## src/hw/pst_pkg.sv

```systemverilog
package pst_pkg;
  localparam logic [7:0] OFF_HALT_LEVELS = 8'h00;
  localparam logic [7:0] OFF_HALT_SOURCE = 8'h04;
  localparam logic [7:0] OFF_TB_LOW      = 8'h08;
  localparam logic [7:0] OFF_TB_HIGH     = 8'h0c;
  localparam logic [7:0] OFF_PH_LOW      = 8'h10;
  localparam logic [7:0] OFF_PH_HIGH     = 8'h14;
  localparam logic [7:0] OFF_DC_LOW      = 8'h18;
  localparam logic [7:0] OFF_DC_HIGH     = 8'h1c;
  localparam logic [7:0] OFF_HALT_CTRL   = 8'h20;
  localparam logic [7:0] OFF_PWM_CTRL    = 8'h24;
  localparam logic [7:0] OFF_IRQ_STATUS  = 8'h28;
  localparam logic [7:0] OFF_IRQ_MASK    = 8'h2c;

  localparam logic [7:0] RST_HALT_LEVELS = 8'h00;
  localparam logic [7:0] RST_HALT_SOURCE = 8'h00;
  localparam logic [7:0] RST_TB_LOW      = 8'h00;
  localparam logic [7:0] RST_TB_HIGH     = 8'h01;
  localparam logic [7:0] RST_PH          = 8'h00;
  localparam logic [7:0] RST_DC          = 8'h00;

  localparam logic [7:0] MASK_LEVELS_FULL  = 8'h3f;
  localparam logic [7:0] MASK_LEVELS_SHORT = 8'h03;
  localparam logic [7:0] MASK_SOURCE       = 8'h8e;

  localparam int SRC_PIN_BIT  = 7;
  localparam int SRC_CMP3_BIT = 3;
  localparam int SRC_CMP2_BIT = 2;
  localparam int SRC_CMP1_BIT = 1;

  localparam int CTRL_EVENT_BIT    = 7;
  localparam int CTRL_ENABLE_BIT   = 6;
  localparam int CTRL_RESTART_BIT  = 5;
  localparam int CTRL_OVERRIDE_BIT = 0;
  localparam logic [7:0] MASK_CTRL = 8'he1;

  localparam int PWM_RUN_BIT      = 0;
  localparam int PWM_DUTY_SRC_BIT = 1;

  localparam int IRQ_HALT_BIT   = 0;
  localparam int IRQ_FALL_BIT   = 1;
  localparam int IRQ_PERIOD_BIT = 2;
  localparam int IRQ_WIDTH      = 3;

  localparam logic [1:0] RESP_OKAY   = 2'b00;
  localparam logic [1:0] RESP_SLVERR = 2'b10;
endpackage : pst_pkg

```

## src/hw/pst_timebase.sv

```systemverilog
`timescale 1ns/1ps
module pst_timebase
  import pst_pkg::*;
#(
  parameter int WIDTH = 16
) (
  input  wire logic             i_ref_clk,
  input  wire logic             i_reset,
  input  wire logic             i_run,
  input  wire logic             i_load,
  input  wire logic [WIDTH-1:0] i_load_value,
  input  wire logic [WIDTH-1:0] i_duty,
  input  wire logic [WIDTH-1:0] i_phase,
  output logic      [WIDTH-1:0] o_count,
  output logic                  o_duty_match,
  output logic                  o_wrap
);
  initial begin
    if (WIDTH < 2) $error("pst_timebase WIDTH too small");
  end

  logic [WIDTH-1:0] count_reg;
  logic [WIDTH-1:0] count_next;
  wire              at_top = &count_reg;

  // Software load wins over counting so a written byte is never lost
  assign count_next = i_load ? i_load_value :
                      (i_run ? (at_top ? i_phase : count_reg + 1'b1) : count_reg);
  assign o_count      = count_reg;
  assign o_duty_match = i_run && (count_reg == i_duty);
  assign o_wrap       = i_run && at_top && !i_load;

  always_ff @(posedge i_ref_clk or posedge i_reset) begin
    if (i_reset) begin
      count_reg <= {RST_TB_HIGH, RST_TB_LOW};
    end else begin
      count_reg <= count_next;
    end
  end
endmodule : pst_timebase

```

## src/hw/pst_regs.sv

```systemverilog
`timescale 1ns/1ps
// What this block does
// - While shutdown is asserted each output A..F drives its own level bit, bit 0 for A up to bit 5 for F.
// - On the second instance only the level bits for A and B exist; C..F read zero and drive zero.
// - Source bit 7 set lets the external input pin trigger shutdown; clear, the pin is ignored.
// - Source bits 3, 2, 1 let synchronized comparators 3, 2, 1 trigger shutdown; clear means never.
// - The time base counter is 16 bits and its low byte is read and written at the low register.
// - The counter's high byte is read and written at the high register.
// - A 16-bit phase count is held, its low byte at the phase low register.
// - The phase high byte sits at the phase high register.
// - A 16-bit duty count is held, its low byte at the duty low register.
// - The duty high byte sits at its own duty high register.
// - With shutdown enabled and override clear, any selected source at one forces shutdown state and sets the halt flag.
// - With shutdown enabled and override set, the levels are forced without setting the halt flag.
// - With duty-edge selection enabled and the time base running, a falling-edge event happens when counter equals duty count.
module pst_regs
  import pst_pkg::*;
#(
  parameter bit SECOND_INSTANCE = 1'b0,
  parameter int ADDR_WIDTH      = 8
) (
  input  wire logic                  i_ref_clk,
  input  wire logic                  i_reset,
  input  wire logic [ADDR_WIDTH-1:0] s_axi_awaddr,
  input  wire logic                  s_axi_awvalid,
  output logic                       s_axi_awready,
  input  wire logic [31:0]           s_axi_wdata,
  input  wire logic [3:0]            s_axi_wstrb,
  input  wire logic                  s_axi_wvalid,
  output logic                       s_axi_wready,
  output logic [1:0]                 s_axi_bresp,
  output logic                       s_axi_bvalid,
  input  wire logic                  s_axi_bready,
  input  wire logic [ADDR_WIDTH-1:0] s_axi_araddr,
  input  wire logic                  s_axi_arvalid,
  output logic                       s_axi_arready,
  output logic [31:0]                s_axi_rdata,
  output logic [1:0]                 s_axi_rresp,
  output logic                       s_axi_rvalid,
  input  wire logic                  s_axi_rready,
  input  wire logic                  i_external_halt_input,
  input  wire logic                  i_comparator1_synced,
  input  wire logic                  i_comparator2_synced,
  input  wire logic                  i_comparator3_synced,
  input  wire logic [5:0]            i_pwm_drive,
  output logic      [5:0]            o_pwm_out,
  output logic                       o_falling_edge_event,
  output logic                       o_period_event,
  output logic                       o_halt_active,
  output logic                       o_irq
);
  initial begin
    if (ADDR_WIDTH < 8) $error("pst_regs ADDR_WIDTH too small");
  end

  typedef enum logic [1:0] {
    WR_IDLE = 2'b00,
    WR_RESP = 2'b01
  } pst_wr_state_t;

  function automatic logic [7:0] pst_merge(input logic [7:0] old_value, input logic [31:0] data,
                                           input logic [3:0] strb, input logic [7:0] keep);
    pst_merge = (strb[0] ? data[7:0] : old_value) & keep;
  endfunction : pst_merge

  localparam logic [7:0] LEVEL_KEEP = SECOND_INSTANCE ? MASK_LEVELS_SHORT : MASK_LEVELS_FULL;

  logic [7:0]           levels_reg;
  logic [7:0]           source_reg;
  logic [7:0]           ph_low_reg;
  logic [7:0]           ph_high_reg;
  logic [7:0]           dc_low_reg;
  logic [7:0]           dc_high_reg;
  logic [7:0]           ctrl_reg;
  logic [7:0]           ctrl_next;
  logic [1:0]           pwm_reg;
  logic [IRQ_WIDTH-1:0] status_reg;
  logic [IRQ_WIDTH-1:0] status_next;
  logic [IRQ_WIDTH-1:0] mask_reg;
  logic [5:0]           pwm_out_reg;
  logic                 fall_reg;
  logic                 period_reg;
  pst_wr_state_t        wr_state_reg;
  logic [1:0]           bresp_reg;
  logic                 rvalid_reg;
  logic [31:0]          rdata_reg;
  logic [1:0]           rresp_reg;
  logic [15:0]          tb_count;
  logic                 tb_match;
  logic                 tb_wrap;

  // Write channel: both address and data are taken in the same cycle
  wire                  wr_fire  = (wr_state_reg == WR_IDLE) && s_axi_awvalid && s_axi_wvalid;
  wire [7:0]            wr_addr  = s_axi_awaddr[7:0];
  wire                  wr_hit_levels = wr_fire && (wr_addr == OFF_HALT_LEVELS);
  wire                  wr_hit_source = wr_fire && (wr_addr == OFF_HALT_SOURCE);
  wire                  wr_hit_tb_low = wr_fire && (wr_addr == OFF_TB_LOW);
  wire                  wr_hit_tb_hi  = wr_fire && (wr_addr == OFF_TB_HIGH);
  wire                  wr_hit_ph_low = wr_fire && (wr_addr == OFF_PH_LOW);
  wire                  wr_hit_ph_hi  = wr_fire && (wr_addr == OFF_PH_HIGH);
  wire                  wr_hit_dc_low = wr_fire && (wr_addr == OFF_DC_LOW);
  wire                  wr_hit_dc_hi  = wr_fire && (wr_addr == OFF_DC_HIGH);
  wire                  wr_hit_ctrl   = wr_fire && (wr_addr == OFF_HALT_CTRL);
  wire                  wr_hit_pwm    = wr_fire && (wr_addr == OFF_PWM_CTRL);
  wire                  wr_hit_stat   = wr_fire && (wr_addr == OFF_IRQ_STATUS);
  wire                  wr_hit_mask   = wr_fire && (wr_addr == OFF_IRQ_MASK);
  wire                  wr_mapped     = wr_addr[1:0] == 2'b00 && wr_addr <= OFF_IRQ_MASK;

  // Shutdown source combination
  wire                  src_pin  = source_reg[SRC_PIN_BIT] && i_external_halt_input;
  wire                  src_cmp  = (source_reg[SRC_CMP1_BIT] && i_comparator1_synced) ||
                                   (source_reg[SRC_CMP2_BIT] && i_comparator2_synced) ||
                                   (source_reg[SRC_CMP3_BIT] && i_comparator3_synced);
  wire                  src_any  = src_pin || src_cmp;
  wire                  halt_en  = ctrl_reg[CTRL_ENABLE_BIT];
  wire                  override = halt_en && ctrl_reg[CTRL_OVERRIDE_BIT];
  wire                  trip     = halt_en && src_any && !ctrl_reg[CTRL_OVERRIDE_BIT];
  wire                  halted   = ctrl_reg[CTRL_EVENT_BIT] || override;
  wire [5:0]            level_bits = levels_reg[5:0] & LEVEL_KEEP[5:0];
  wire [5:0]            pwm_out_next = halted ? level_bits : i_pwm_drive;
  wire                  fall_next  = pwm_reg[PWM_DUTY_SRC_BIT] && tb_match;
  wire [15:0]           tb_load_value = wr_hit_tb_low ? {tb_count[15:8], pst_merge(tb_count[7:0], s_axi_wdata,
                                         s_axi_wstrb, 8'hff)} :
                                         {pst_merge(tb_count[15:8], s_axi_wdata, s_axi_wstrb, 8'hff),
                                          tb_count[7:0]};

  // Event bit: hardware set wins; restart mode clears it once the source is gone
  always_comb begin
    ctrl_next = ctrl_reg;
    if (wr_hit_ctrl) begin
      ctrl_next = pst_merge(ctrl_reg, s_axi_wdata, s_axi_wstrb, MASK_CTRL);
    end
    if (ctrl_next[CTRL_RESTART_BIT] && !src_any && !wr_hit_ctrl) begin
      ctrl_next[CTRL_EVENT_BIT] = 1'b0;
    end
    if (trip) begin
      ctrl_next[CTRL_EVENT_BIT] = 1'b1;
    end
  end

  always_comb begin
    status_next = status_reg;
    if (wr_hit_stat && s_axi_wstrb[0]) begin
      status_next = status_reg & ~s_axi_wdata[IRQ_WIDTH-1:0];
    end
    status_next[IRQ_HALT_BIT]   = status_next[IRQ_HALT_BIT] | trip;
    status_next[IRQ_FALL_BIT]   = status_next[IRQ_FALL_BIT] | fall_next;
    status_next[IRQ_PERIOD_BIT] = status_next[IRQ_PERIOD_BIT] | tb_wrap;
  end

  always_ff @(posedge i_ref_clk or posedge i_reset) begin
    if (i_reset) begin
      levels_reg  <= RST_HALT_LEVELS;
      source_reg  <= RST_HALT_SOURCE;
      ph_low_reg  <= RST_PH;
      ph_high_reg <= RST_PH;
      dc_low_reg  <= RST_DC;
      dc_high_reg <= RST_DC;
      ctrl_reg    <= 8'h00;
      pwm_reg     <= 2'b00;
      status_reg  <= '0;
      mask_reg    <= '0;
    end else begin
      if (wr_hit_levels) levels_reg  <= pst_merge(levels_reg, s_axi_wdata, s_axi_wstrb, LEVEL_KEEP);
      if (wr_hit_source) source_reg  <= pst_merge(source_reg, s_axi_wdata, s_axi_wstrb, MASK_SOURCE);
      if (wr_hit_ph_low) ph_low_reg  <= pst_merge(ph_low_reg, s_axi_wdata, s_axi_wstrb, 8'hff);
      if (wr_hit_ph_hi)  ph_high_reg <= pst_merge(ph_high_reg, s_axi_wdata, s_axi_wstrb, 8'hff);
      if (wr_hit_dc_low) dc_low_reg  <= pst_merge(dc_low_reg, s_axi_wdata, s_axi_wstrb, 8'hff);
      if (wr_hit_dc_hi)  dc_high_reg <= pst_merge(dc_high_reg, s_axi_wdata, s_axi_wstrb, 8'hff);
      if (wr_hit_pwm && s_axi_wstrb[0]) pwm_reg <= s_axi_wdata[1:0];
      if (wr_hit_mask && s_axi_wstrb[0]) mask_reg <= s_axi_wdata[IRQ_WIDTH-1:0];
      ctrl_reg   <= ctrl_next;
      status_reg <= status_next;
    end
  end

  always_ff @(posedge i_ref_clk or posedge i_reset) begin
    if (i_reset) begin
      pwm_out_reg <= 6'h00;
      fall_reg    <= 1'b0;
      period_reg  <= 1'b0;
    end else begin
      pwm_out_reg <= pwm_out_next;
      fall_reg    <= fall_next;
      period_reg  <= tb_wrap;
    end
  end

  pst_timebase #(
    .WIDTH (16)
  ) u_timebase (
    .i_ref_clk    (i_ref_clk),
    .i_reset      (i_reset),
    .i_run        (pwm_reg[PWM_RUN_BIT]),
    .i_load       (wr_hit_tb_low || wr_hit_tb_hi),
    .i_load_value (tb_load_value),
    .i_duty       ({dc_high_reg, dc_low_reg}),
    .i_phase      ({ph_high_reg, ph_low_reg}),
    .o_count      (tb_count),
    .o_duty_match (tb_match),
    .o_wrap       (tb_wrap)
  );

  // Bus write response
  always_ff @(posedge i_ref_clk or posedge i_reset) begin
    if (i_reset) begin
      wr_state_reg <= WR_IDLE;
      bresp_reg    <= RESP_OKAY;
    end else begin
      case (wr_state_reg)
        WR_IDLE: begin
          if (wr_fire) begin
            wr_state_reg <= WR_RESP;
            bresp_reg    <= wr_mapped ? RESP_OKAY : RESP_SLVERR;
          end
        end
        WR_RESP: begin
          if (s_axi_bready) wr_state_reg <= WR_IDLE;
        end
        default: wr_state_reg <= WR_IDLE;
      endcase
    end
  end

  // Bus read
  wire        rd_fire = s_axi_arvalid && !rvalid_reg;
  wire [7:0]  rd_addr = s_axi_araddr[7:0];
  wire        rd_mapped = rd_addr[1:0] == 2'b00 && rd_addr <= OFF_IRQ_MASK;
  wire [7:0]  rd_byte =
    (rd_addr == OFF_HALT_LEVELS) ? levels_reg :
    (rd_addr == OFF_HALT_SOURCE) ? source_reg :
    (rd_addr == OFF_TB_LOW)      ? tb_count[7:0] :
    (rd_addr == OFF_TB_HIGH)     ? tb_count[15:8] :
    (rd_addr == OFF_PH_LOW)      ? ph_low_reg :
    (rd_addr == OFF_PH_HIGH)     ? ph_high_reg :
    (rd_addr == OFF_DC_LOW)      ? dc_low_reg :
    (rd_addr == OFF_DC_HIGH)     ? dc_high_reg :
    (rd_addr == OFF_HALT_CTRL)   ? ctrl_reg :
    (rd_addr == OFF_PWM_CTRL)    ? {6'h00, pwm_reg} :
    (rd_addr == OFF_IRQ_STATUS)  ? {5'h00, status_reg} :
    (rd_addr == OFF_IRQ_MASK)    ? {5'h00, mask_reg} : 8'h00;

  always_ff @(posedge i_ref_clk or posedge i_reset) begin
    if (i_reset) begin
      rvalid_reg <= 1'b0;
      rdata_reg  <= 32'h0000_0000;
      rresp_reg  <= RESP_OKAY;
    end else if (rd_fire) begin
      rvalid_reg <= 1'b1;
      rdata_reg  <= {24'h00_0000, rd_byte};
      rresp_reg  <= rd_mapped ? RESP_OKAY : RESP_SLVERR;
    end else if (s_axi_rready) begin
      rvalid_reg <= 1'b0;
    end
  end

  assign s_axi_awready        = wr_fire;
  assign s_axi_wready         = wr_fire;
  assign s_axi_bvalid         = wr_state_reg == WR_RESP;
  assign s_axi_bresp          = bresp_reg;
  assign s_axi_arready        = rd_fire;
  assign s_axi_rvalid         = rvalid_reg;
  assign s_axi_rdata          = rdata_reg;
  assign s_axi_rresp          = rresp_reg;
  assign o_pwm_out            = pwm_out_reg;
  assign o_falling_edge_event = fall_reg;
  assign o_period_event       = period_reg;
  assign o_halt_active        = halted;
  assign o_irq                = |(status_reg & mask_reg);
endmodule : pst_regs

```

## config.mk

```make
export PLATFORM = sky130hd
export DESIGN_NAME = pst_regs
export DESIGN_NICKNAME = d
export VERILOG_FILES = /design/src/hw/pst_pkg.sv /design/src/hw/pst_timebase.sv /design/src/hw/pst_regs.sv
export SDC_FILE = /design/constraint.sdc
export NUM_CORES = 1
export LEC_CHECK = 0
export ABC_AREA = 1
export BUFFER_PORTS_ARGS = -buffer_cell sky130_fd_sc_hd__buf_2
export CORE_ASPECT_RATIO = 0.8
export CORE_MARGIN = 2
export CORE_UTILIZATION = 55
export CTS_CLUSTER_DIAMETER = 200
export DETAILED_ROUTE_END_ITERATION = 10
export PLACE_DENSITY_LB_ADDON = 0.2
export RECOVER_POWER = 25
export SETUP_SLACK_MARGIN = 0.15
export SLEW_MARGIN = 20
export SYNTH_ARGS = -nofsm -noshare
export SYNTH_HDL_FRONTEND = slang
export SYNTH_SLANG_ARGS = --single-unit
```

## constraint.sdc

```tcl
create_clock -name i_ref_clk -period 6.5 [get_ports i_ref_clk]
set_input_delay 0.65 -clock i_ref_clk [delete_from_list [all_inputs] [get_ports i_ref_clk]]
set_output_delay 0.65 -clock i_ref_clk [all_outputs]
set_load 0.01 [all_outputs]
```

---- After elaboration in Yosys (flattened, before gate mapping) ----
Index checks and enable logic that the tools add are counted.
word-level totals
  register bits ........................... 93
  bits of input ports ..................... 69
  output and inout port bits .............. 51
  word-level logic and storage cells ...... 156
operators by class
  add/sub/neg operators ................... 1
  $lt $le $gt $ge ......................... 2
  equal/unequal tests ..................... 29
  multiplexer cells ....................... 30
  bitwise gates (word level) .............. 6
  reduce and logical (&&, ||, !) cells .... 66
operators by type and width
  operator               number
  $mux 8                 12
  $eq 8x5->1 const B     8
  $eq 8x6->1 const B     8
  $mux 16                4
  $logic_and 1x1->1      33
  $eq 8x4->1 const B     4
  $reduce_and 2->1       10
  $add 16x1->16 const B  1
  $eq 16x16->1           1
  $eq 8x3->1 const B     2
  $le 8x6->1 const B     2
  $logic_not 8->1        2
  $reduce_and 16->1      1
  $mux 3                 4
  $mux 2                 4
  $ne 2x2->1 const B     4
  $and 3x3->3            2
  $logic_not 2->1        3
  $mux 6                 1
  $reduce_and 3->1       2
  $reduce_bool 3->1      2
  $logic_not 1->1        5
  $logic_or 1x1->1       5
  $mux 1                 4
  7 further kinds        10

---- Longest topological paths before layout ----
Gate-level depths: netlist of run 1.
  depth in word-level cells ............... 13
  gate-level depth with buffers ........... 13
  depth with buffers taken out ............ 13

---- Modules after synthesis ----
Synthesis of run 1 repeated with hierarchy kept, for this count alone.
second synthesis, totals
  cell total of the unflattened synthesis .. 766
  area, all modules ....................... 5689.2 sq um
by module, submodules not included
  module        times used  cells each  area an instance (sq um)  seq. area each (sq um)
  pst_regs      1           527         4127.7                    1851.8
  pst_timebase  1           239         1561.5                    401.6

---- Worst setup path after synthesis of run 1 ----
OpenSTA, ideal clock, no wires.
  kind .................................... input-to-reg
  start ................................... input port s_axi_awaddr[1]
  end ..................................... register u_timebase.count_reg[2] (netlist: u_timebase.o_count[2])
  library setup time ...................... 118 ps
  arrival ................................. 1833 ps
  path slack .............................. 4549 ps
  cell stages on the path ................. 8
  path through ............................ or2_4 > nor3_1 > nand3_1 > o31ai_2 > inv_1 > buf_2 > a21oi_1 > nor2_1
on the way
  cells in the longest elaborated chain, start to end .. 5
RTL lines
  element                                                    line                            text
  from (decl)                                                pst_regs.sv:24                  input wire logic [ADDR_WIDTH-1:0] s_axi_awaddr,
  $eq 8x4->1 (on tied branches)                              pst_regs.sv:97, pst_regs.sv:98
  $logic_and 1x1->1 (on tied branches)                       pst_regs.sv:97, pst_regs.sv:98
  $logic_or 1x1->1                                           pst_regs.sv:195                 .i_load (wr_hit_tb_low || wr_hit_tb_hi),
  $ne 2x2->1 (no line) or $reduce_bool 2->1 (tied branches)  --
  $reduce_and 3->1 (no line)                                 --
  to (signal assigned)                                       pst_timebase.sv:35              count_reg <= {RST_TB_HIGH, RST_TB_LOW};
  to (signal assigned)                                       pst_timebase.sv:37              count_reg <= count_next;
  to (decl)                                                  pst_timebase.sv:22              logic [WIDTH-1:0] count_reg;
Several ways; a longest one is shown, not always the timed one.
A chain may end at the register's enable or synchronous reset.

---- Worst setup path in the final report of run 1 ----
  start ................................... register wr_state_reg[0]
  end ..................................... register u_timebase.count_reg[2] (netlist: u_timebase.o_count[2])
on the way
  cells in the longest elaborated chain, start to end .. 7
RTL lines
  element                                                    line                            text
  from (decl)                                                pst_regs.sv:83                  pst_wr_state_t wr_state_reg;
  from (signal assigned)                                     pst_regs.sv:207                 wr_state_reg <= WR_IDLE;
  from (signal assigned)                                     pst_regs.sv:213                 wr_state_reg <= WR_RESP;
  from (signal assigned)                                     pst_regs.sv:218                 if (s_axi_bready) wr_state_reg <= WR_IDLE;
  $logic_not 2->1 *                                          pst_regs.sv:93                  wire wr_fire = (wr_state_reg == WR_IDLE) && s_axi_awvalid && s_axi_wvalid;
  $logic_and 1x1->1 * (2 in a row)                           pst_regs.sv:93
  $logic_and 1x1->1 (on tied branches)                       pst_regs.sv:97, pst_regs.sv:98
  $logic_or 1x1->1                                           pst_regs.sv:195
  $ne 2x2->1 (no line) or $reduce_bool 2->1 (tied branches)  --
  $reduce_and 3->1 (no line)                                 --
Every way passes the cells marked *; elsewhere a longest branch is shown, timed or not.

==> results.yml, run 1 <==
final_layout:
  drive_gt1_share_pct: 13.97
  mostFrequentLayoutCell: "nand2_1"
  final_cell_mix: "nand2_1 (184), dfrtp_1 (89), o21ai_0 (78), inv_1 (70), buf_2 (54)"
  layout-area-overhead-vs-synth_pct: 11.02
  largest_reg_flops: 16
  nets: 831
  final_area_um2: 5862
  multi_input_area_um2: 2541
  antennaDiodeCount: 0
  fillers: 846
  register_area_um2: 2253
  fin_util_pct: 63.77
detailed_routing:
  drt_iter0_markers: 493
  viasPerCell: 5.798
  vias: 5108
  ant_nets: 0
  avgRoutedWirePerCell_um: 18.20
  drc: 0
  first_pass_iters: 5
  totalWireLength_mm: 16.04
sta:
  period_needed_ns: 2.603
  timing.setup.tns_ns: 0
  worst_slew_pin_slew_ns: 1.643
  max_freq_mhz: 384.2
  worst_slack_ns: 3.897
  rsz0062_at_grt: "no"
  drv_slew: 38
  setup_viol: 0
  slew_headroom_pct: -10.11
  finClkSkew_ns: 0.009585
  hold_viol_final: 0
  fin_crit_sh_pct: 40.04
clocking:
  cts_hold_buf: 0
  cts.sinks: 90
  tritoncts: "built"
  clk_pin_slew_ns: 0.07
  ctsResizeCount: 0
  clock_path_buffers: 2
  ctsRootBufferMaster: "clkbuf_16"
  h-tree-depth: 3
  cts_setup_buffers: 0
  cts_made_buffers: 9
  clk_latency_ns: 0.35
floorplanning:
  die_h_um: 91.64
  initial_utilization_pct: 57.44
  die-area_um2: 10400
  dieWidth_um: 113.5
  io_pins: 120
  row_count: 31
  coreArea_um2: 9193
placed_design:
  numPortBuffers: 66
  pre_cts_slack_ns: 3.669
  finalWeightedCongestion: 1.028
  hpwl_mm: 12.15
  place_area_um2: 5573
logic_synthesis:
  netlist.area_leader.share_pct: 42.18
  synthesis.area_um2: 5280
  synth_edf_count: 0
  synth.distinct_cells: 45
  avgSynthCellArea_um2: 7.543
  synth_seq_cells: 90
  postSynthCellCount: 700
  async_flop_share_pct: 100.0
  yosys.area.top_type: "dfrtp_1"
  synthFlopType: "dfrtp_1"
  synth.area.top_cells: "dfrtp_1 (42%), nand2_1 (13%), o21ai_0 (7.4%)"
  seq_area_frac_synth_pct: 42.68
  ys.warnings.count: 0
worst_setup_path:
  path_class: "reg -> reg"
  worstPathRequired_ns: 6.74
  crit_arrival_ns: 2.84
  end_kind: "register"
  worst_setup_path_start_kind: "register"
  cp_max_fo: 16
power:
  p_leak_nw: 2.854
  irDropWorstVdd_v: 0.0001405
  seqPwrFrac_pct: 46.6
  power.net_switching_uw: 414.9
  power_mw: 1.375
  p_per_area_nw_per_um2: 234.5
  clkPwrFrac_pct: 39.8
  internal-power_uw: 960.0
  p_comb_share_pct: 13.6
  swShare_pct: 30.18
outcome:
  status: "finished, violations left"
  violations: "capacitance limit, slew limit"
global_routing:
  grt_remaining_overflow: 0
  use_met2_pct: 46.76
  grt_pass1_wl_mm: 25.26
  grt_pass1_vias: 4783
  grt_max_degree: 55
  gr-max-usage-layer: "met2"
  antenna_found_initial: 0
  gr-usage-met1_pct: 44.56
  track_usage_pct: 31.87
  grt_use_met3_pct: 9.518
hold_path:
  hold_class: "in -> reg"
flow_run:
  maxCapViolations: 1
[layout make-up]
class	count	area share, %
Clock buffer	9	3.842
Clock inverter	7	1.430
Inverter	77	4.973
Multi-Input combinational cell	516	43.35
Sequential cell	90	38.44
Tap cell	115	2.455
Timing Repair Buffer	67	5.507
[cell families (layout without fill, tap and decap cells)]
family          after synthesis  in the layout  share of synthesized area [%]
simple gates                323            323                          27.75
compound gates              152            152                          15.88
buf+inv                     119            160                          10.88
flops                        90             90                          42.68
xor+xnor                     10             10                          1.659
mux                           4              4                         0.8530
fa+ha+maj                     1              1                         0.2369
other cells                   1             26                        0.07102
[cells in the mapped netlist (all sizes together), types with 3 or more instances]
library cell  number
a21oi             44
a22oi              6
buf               35
clkbuf             7
dfrtp             89
inv               75
mux2               4
nand2            189
nand3             43
nand4             12
nor2              51
nor3              20
nor4               3
o2111ai            3
o211ai             3
o21ai             85
o22ai              3
or2                3
xor2              10
[critical path: stages, from the launching register on]
cell	delay (ns)
dfrtp_1	0.38
inv_1	0.07
nand3_1	0.23
clkinv_1	0.25
nand4_1	0.40
o21ai_2	0.70
o21ai_0	0.23
a21oi_1	0.17
nor2_1	0.06
[metrics by stage]
stage / hold slack (ns) / instances
2_1_floorplan: 0.4530 / 725
3_3_place_gp: 0.4585 / 865
3_5_place_dp: 0.4670 / 865
4_1_cts: 0.3859 / 881
5_1_grt: 0.4825 / 881
6_report: 0.4831 / 881
[path summary, 6_finish.rpt]
| path | startpoint | endpoint | slack (ns) | cells after the start |
|---|---|---|---|---|
| max | wr_state_reg[0]$_DFFE_PP0P_ | u_timebase.o_count[2]$_DFFE_PP0P_ | 3.90 | 8 |
| min | s_axi_bready | wr_state_reg[0]$_DFFE_PP0P_ | 0.48 | 2 |
| max reg2reg | wr_state_reg[0]$_DFFE_PP0P_ | u_timebase.o_count[2]$_DFFE_PP0P_ | 3.90 | 8 |
| min reg2reg | s_axi_rdata[3]$_DFFE_PP0P_ | s_axi_rdata[3]$_DFFE_PP0P_ | 0.49 | 2 |
| max in group asynchronous | i_reset | s_axi_rvalid$_DFFE_PP0P_ | 4.44 | 3 |
| min in group asynchronous | i_reset | dc_high_reg[1]$_DFFE_PP0P_ | 0.68 | 2 |
[power by group through the flow]
stage               sequential [mW]  combinational, mW  clock [mW]
finish                        0.640              0.188       0.547
global route                  0.643              0.210       0.577
CTS                           0.637              0.189       0.553
detailed placement            0.647              0.189           0
global placement              0.647              0.185           0
floorplan                     0.633              0.133           0
[per-layer routing]
layer | vias up | share of wire [%]
li1 | 2386 | -
met1 | 2388 | 41
met2 | 295 | 44
met3 | 39 | 11
met4 | 0 | 2.9
met5 | - | 0
(Power assumes the default switching activity.)
==> inputs of run 2 (changes only) <==
--- a/config.mk
+++ b/config.mk
@@ -9,7 +9,7 @@
 export BUFFER_PORTS_ARGS = -buffer_cell sky130_fd_sc_hd__buf_2
 export CORE_ASPECT_RATIO = 0.8
 export CORE_MARGIN = 2
-export CORE_UTILIZATION = 55
+export CORE_UTILIZATION = 49
 export CTS_CLUSTER_DIAMETER = 200
 export DETAILED_ROUTE_END_ITERATION = 10
 export PLACE_DENSITY_LB_ADDON = 0.2
==> constraint.sdc (replaced) <==
create_clock -name i_ref_clk -period 2.3 [get_ports i_ref_clk]
set_input_delay 0.23 -clock i_ref_clk [delete_from_list [all_inputs] [get_ports i_ref_clk]]
set_output_delay 0.23 -clock i_ref_clk [all_outputs]
set_load 0.01 [all_outputs]
==> run 2 against run 1 <==
Net effect:
- largest cell class unchanged
- worst hold slack got worse by 0.43 ns
- first-iteration DRC count shrank 4.3%
- the flow now finishes without violations
- cell area increased by 3.6%
- clock-buffer cell count is 1 higher
- critical path depth grew 2
- die area rose by 12%
- sequential cell count unchanged
- final cell count up 5.2%
- combinational power grew to 3.2 times the previous value
- global-route usage fell by 2.2 points
- critical path type unchanged
- power grew to 2.8 times the previous value
==> results.yml, run 2 (synthesis gave the netlist of run 1 again) <==
final_layout:
  layout-area-overhead-vs-synth_pct: 15.00
  drive_gt1_share_pct: 18.04
  final_cell_mix: "nand2_1 (183), dfrtp_1 (88), o21ai_0 (78), inv_1 (70), buf_2 (65)"
  register_area_um2: 2255
  nets: 852
  final_area_um2: 6072
  finalNonFillerCells: 927
  largest_reg_flops: 16
  antennaDiodeCount: 0
  mostFrequentLayoutCell: "nand2_1"
  multi_input_area_um2: 2549
  fillers: 1016
power:
  p_leak_nw: 2.997
  p_per_area_nw_per_um2: 627.0
  irDropWorstVdd_v: 0.0003710
sta:
  timing.setup.tns_ns: 0
  worst_slew_pin_slew_ns: 1.249
  max_freq_mhz: 489.8
  rsz0062_at_grt: "yes"
  hold_viol_final: 0
  drv_slew: 0
  period_needed_ns: 2.042
  setup_viol: 0
  fin_crit_sh_pct: 88.77
  slew_headroom_pct: 16.72
  finClkSkew_ns: 0.004993
placed_design:
  hpwl_mm: 12.62
  numPortBuffers: 66
  finalWeightedCongestion: 0.9502
  place_area_um2: 5789
  placed_cells_incl_taps: 911
detailed_routing:
  avgRoutedWirePerCell_um: 18.04
  first_pass_iters: 5
  viasPerCell: 5.525
  totalWireLength_mm: 16.72
  drt_iter0_markers: 472
  drc: 0
  ant_nets: 0
  vias: 5122
global_routing:
  grt_max_degree: 91
  grt_remaining_overflow: 0
  gr-max-usage-layer: "met2"
  use_met2_pct: 44.36
  track_usage_pct: 29.71
  gr-usage-met1_pct: 41.99
  grt_pass1_vias: 4882
  grt_use_met3_pct: 8.844
  grt_pass1_wl_mm: 26.39
  antenna_found_initial: 0
worst_setup_path:
  worst_setup_path_start_kind: "register"
  critical-path-max-stage-delay_ns: 0.43
  worstPathRequired_ns: 2.59
  r2r_cells: 10
  crit_chain: "ha_1 > nand2_2 > nor2_4 > nand3_4 > nor2_4 > nand3_4 > clkinv_4 > nand2_1 > a21oi_1 > o22a_1"
  crit_arrival_ns: 2.33
  end_kind: "register"
  cp_max_fo: 16
  path_class: "reg -> reg"
  slowest_stage: "dfrtp_2"
clocking:
  cts_setup_buffers: 0
  clock_path_buffers: 2
  tritoncts: "built"
  cts.sinks: 90
  clk_pin_slew_ns: 0.07
  h-tree-depth: 3
  clk_latency_ns: 0.35
  ctsRootBufferMaster: "clkbuf_16"
  cts_made_buffers: 9
  cts_hold_buf: 0
floorplanning:
  row_count: 33
  coreArea_um2: 10360
  die-area_um2: 11630
  initial_utilization_pct: 50.95
  dieWidth_um: 120.1
  io_pins: 120
  die_h_um: 96.85
hold_path:
  hold_path_depth: 2
  hold_class: "in -> reg"
flow_run:
  maxCapViolations: 0
outcome:
  status: "finished, final reports clean"
==> run 2: changes by cell type in the layout (fill, tap and decap cells not counted), sizes merged <==
cell,previous run,this run
buf,55,86
clkbuf,21,12
clkinv,2,5
inv,77,75
bufinv,1,0
clkinvlp,4,3
==> run 2: final timing paths <==
path | startpoint | endpoint | slack [ns]
min in group asynchronous | i_reset | ph_high_reg[7]$_DFFE_PP0P_ | 0.31
worst min register to register | s_axi_rdata[3]$_DFFE_PP0P_ | s_axi_rdata[3]$_DFFE_PP0P_ | 0.48
worst min-delay path | s_axi_bready | wr_state_reg[0]$_DFFE_PP0P_ | 0.05
worst max-delay path | u_timebase.o_count[0]$_DFFE_PP0P_ | u_timebase.o_count[6]$_DFFE_PP0P_ | 0.26
max in group asynchronous | i_reset | u_timebase.o_count[0]$_DFFE_PP0P_ | 1.09
worst max register to register | u_timebase.o_count[0]$_DFFE_PP0P_ | u_timebase.o_count[6]$_DFFE_PP0P_ | 0.26
==> run 2: power by group <==
group / internal, mW / switching [mW]
registers: 1.68 / 0.0967
logic: 0.208 / 0.387
clock network: 0.772 / 0.665
total: 2.66 / 1.15
==> run 2: layer usage <==
metal | wire length (um) | share of wire (%)
met5 | 0 | 0
met4 | 329 | 2.0
met3 | 1517 | 9.1
met2 | 7402 | 44
met1 | 7475 | 45
==> run 2: repair_timing <==
action / in CTS / in global routing
setup endpoints to repair: 1 / 10
gates cloned: 0 / 0
resized for setup: 1 / 2
==> run 2: layout make-up <==
cell class / instances / area share, %
Clock buffer: 10 / 3.936
Inverter: 77 / 4.904
Clock inverter: 6 / 0.8242
Tap cell: 140 / 2.885
Multi-Input combinational cell: 516 / 41.97
Sequential cell: 90 / 37.13
Timing Repair Buffer: 88 / 8.345
==> run 2: through the flow <==
stage / hold WS, ns / power [mW] / setup slack, ns / utilization, %
3_5_place_dp: 0.4115 / 2.393 / 0.1727 / 55.86
2_1_floorplan: 0.3264 / 2.166 / 0.5975 / -
6_report: 0.05260 / 3.807 / 0.2583 / 58.59
3_3_place_gp: 0.4070 / 2.373 / 0.2517 / 55.86
4_1_cts: 0.04313 / 3.821 / 0.2273 / 58.69
5_1_grt: 0.06079 / 3.968 / 0.1438 / 58.59
==> run 2: critical path, delay by kind of cell, from the launching register on <==
family	cells	cell delay [ns]
simple gates	6	0.72
flops	1	0.43
compound gates	2	0.42
fa+ha+maj	1	0.21
buf+inv	1	0.19
==> inputs of run 3 (changes only) <==
--- a/config.mk
+++ b/config.mk
@@ -6,12 +6,13 @@
 export NUM_CORES = 1
 export LEC_CHECK = 0
 export ABC_AREA = 1
-export BUFFER_PORTS_ARGS = -buffer_cell sky130_fd_sc_hd__buf_2
 export CORE_ASPECT_RATIO = 0.8
 export CORE_MARGIN = 2
-export CORE_UTILIZATION = 49
+export CORE_UTILIZATION = 55
+export CTS_BUF_LIST = sky130_fd_sc_hd__clkbuf_8
 export CTS_CLUSTER_DIAMETER = 200
 export DETAILED_ROUTE_END_ITERATION = 10
+export DONT_BUFFER_PORTS = 1
 export PLACE_DENSITY_LB_ADDON = 0.2
 export RECOVER_POWER = 25
 export SETUP_SLACK_MARGIN = 0.15
==> run 3 against run 2 <==
Net effect:
- clock-buffer cell count fell by 1
- sequential power barely moved
- clock power fell by 22%
- global-route usage rose by 3.6 points
- final cell count fell by 9.1%
- sequential cell count did not move
- sequential share of layout area rose by 2.5 points
- routed wire length fell by 0.96%
- non-clock buffer count fell by 59
- core utilization rose by 3.4 points
- cell area fell by 6.2%
==> results.yml, run 3 (synthesis gave the netlist of run 1 again) <==
outcome:
  status: "finished, final reports clean"
floorplanning:
  coreArea_um2: 9193
  dieWidth_um: 113.5
  die_h_um: 91.64
  initial_utilization_pct: 57.44
  die-area_um2: 10400
  io_pins: 120
  row_count: 31
detailed_routing:
  totalWireLength_mm: 16.56
  viasPerCell: 5.805
  vias: 4894
  ant_nets: 0
  drc: 0
  drt_iter0_markers: 572
  avgRoutedWirePerCell_um: 19.65
  first_pass_iters: 5
worst_setup_path:
  r2r_cells: 8
  slowest_stage: "inv_1"
  r2r_end: "u_timebase.o_count[13]$_DFFE_PP0P_"
  worst-path-buf-inv: 3
  critPathTopFamily: "buffers and inverters"
  path_class: "reg -> reg"
  end_kind: "register"
  cp_max_fo: 11
  critical-path-max-stage-delay_ns: 0.42
  worst_setup_path_start_kind: "register"
  cpMostUsedCell: "inv_1"
  crit_arrival_ns: 2.36
  startpoint: "wr_state_reg[0]$_DFFE_PP0P_"
  worstPathRequired_ns: 2.59
  reg2reg_slack_ns: 0.23
  reg2reg_from: "wr_state_reg[0]$_DFFE_PP0P_"
  crit_chain: "inv_1 > nand3_2 > clkinv_1 > nand3_1 > o31ai_4 > inv_1 > nand2_1 > a22oi_1"
clocking:
  ctsRootBufferMaster: "clkbuf_8"
  clk_latency_ns: 0.37
  tritoncts: "built"
  h-tree-depth: 3
  cts_made_buffers: 9
  clock_path_buffers: 2
  clk_pin_slew_ns: 0.10
  cts.sinks: 90
  cts_setup_buffers: 0
final_layout:
  final_cell_mix: "nand2_1 (183), dfrtp_1 (88), o21ai_0 (78), inv_1 (70), nor2_1 (45)"
  layout-area-overhead-vs-synth_pct: 7.867
  fillers: 854
  mostFrequentLayoutCell: "nand2_1"
  register_area_um2: 2255
  antennaDiodeCount: 0
  fin_util_pct: 61.96
  largest_reg_flops: 16
  finalNonFillerCells: 843
  drive_gt1_share_pct: 10.85
  multi_input_area_um2: 2571
  final_area_um2: 5695
  nets: 793
placed_design:
  placed_cells_incl_taps: 820
  finalWeightedCongestion: 0.9583
  hpwl_mm: 12.52
  place_area_um2: 5403
  numPortBuffers: 0
  pre_cts_slack_ns: 0.1694
sta:
  setup_viol: 0
  slew_headroom_pct: 46.83
  fin_crit_sh_pct: 90.19
  hold_viol_final: 0
  worst_slew_pin_slew_ns: 0.7932
  rsz0062_at_grt: "yes"
  finClkSkew_ns: 0.009004
  period_needed_ns: 2.074
  timing.setup.tns_ns: 0
  worst_slack_ns: 0.2257
  max_freq_mhz: 482.1
  drv_slew: 0
global_routing:
  grt_max_degree: 30
  grt_remaining_overflow: 0
  grt_pass1_wl_mm: 25.75
  grt_pass1_vias: 4641
  track_usage_pct: 33.27
  antenna_found_initial: 0
power:
  p_per_area_nw_per_um2: 600.9
  p_leak_nw: 2.704
  irDropWorstVdd_v: 0.0003935
hold_path:
  hold_class: "in -> reg"
  worstHoldStart: "i_pwm_drive[3]"
  worstHoldEndpoint: "o_pwm_out[3]$_DFF_PP0_"
  hold_path_depth: 2
flow_run:
  maxCapViolations: 0
-- run 3: how the worst max path moves through the flow --
stage                                          to  depth (start not counted)
6_report       u_timebase.o_count[13]$_DFFE_PP0P_                          8
3_5_place_dp   u_timebase.o_count[12]$_DFFE_PP0P_                         10
2_1_floorplan  u_timebase.o_count[10]$_DFFE_PP0P_                         10
5_1_grt         u_timebase.o_count[5]$_DFFE_PP0P_                         10
4_1_cts         u_timebase.o_count[5]$_DFFE_PP0P_                          6
3_3_place_gp   u_timebase.o_count[12]$_DFFE_PP0P_                         10
-- run 3: metal layers --
metal	part of all wire [%]	GRT usage, %	up-vias
met5	0	0	-
met4	2.6	9.858	0
met3	9.1	8.130	36
met2	43	49.35	268
met1	45	48.41	2282
li1	-	-	2308
-- run 3: cell type report --
type / count / area share, %
Clock buffer: 9 / 2.175
Sequential cell: 90 / 39.59
Inverter: 77 / 5.185
Tap cell: 115 / 2.526
Timing Repair Buffer: 29 / 4.086
Clock inverter: 7 / 1.296
Multi-Input combinational cell: 516 / 45.15
-- run 3: worst register-to-register path, stage by stage (launching register included) --
cell,delay [ns]
dfrtp_1,0.41
inv_1,0.08
nand3_2,0.17
clkinv_1,0.24
nand3_1,0.24
o31ai_4,0.15
inv_1,0.42
nand2_1,0.12
a22oi_1,0.17
-- run 3: what timing repair did --
action                                  CTS  global route
endpoints found under the setup margin    1            24
resized for setup                         1             7
hold endpoints to repair                 21             0
hold buffers                              7             0
-- run 3: metrics by stage --
step	power (mW)	hold WS, ns
after CTS	3.424	0.0005473
after floorplan	2.166	0.3264
final	3.422	0.01666
after global placement	2.289	0.1081
after detailed placement	2.305	0.1127
after global routing	3.567	0.01900
-- run 3: power by group --
group | internal (mW) | total [mW] | switching, mW
logic | 0.163 | 0.496 | 0.333
clock network | 0.510 | 1.12 | 0.613
registers | 1.68 | 1.80 | 0.126
total | 2.35 | 3.42 | 1.07
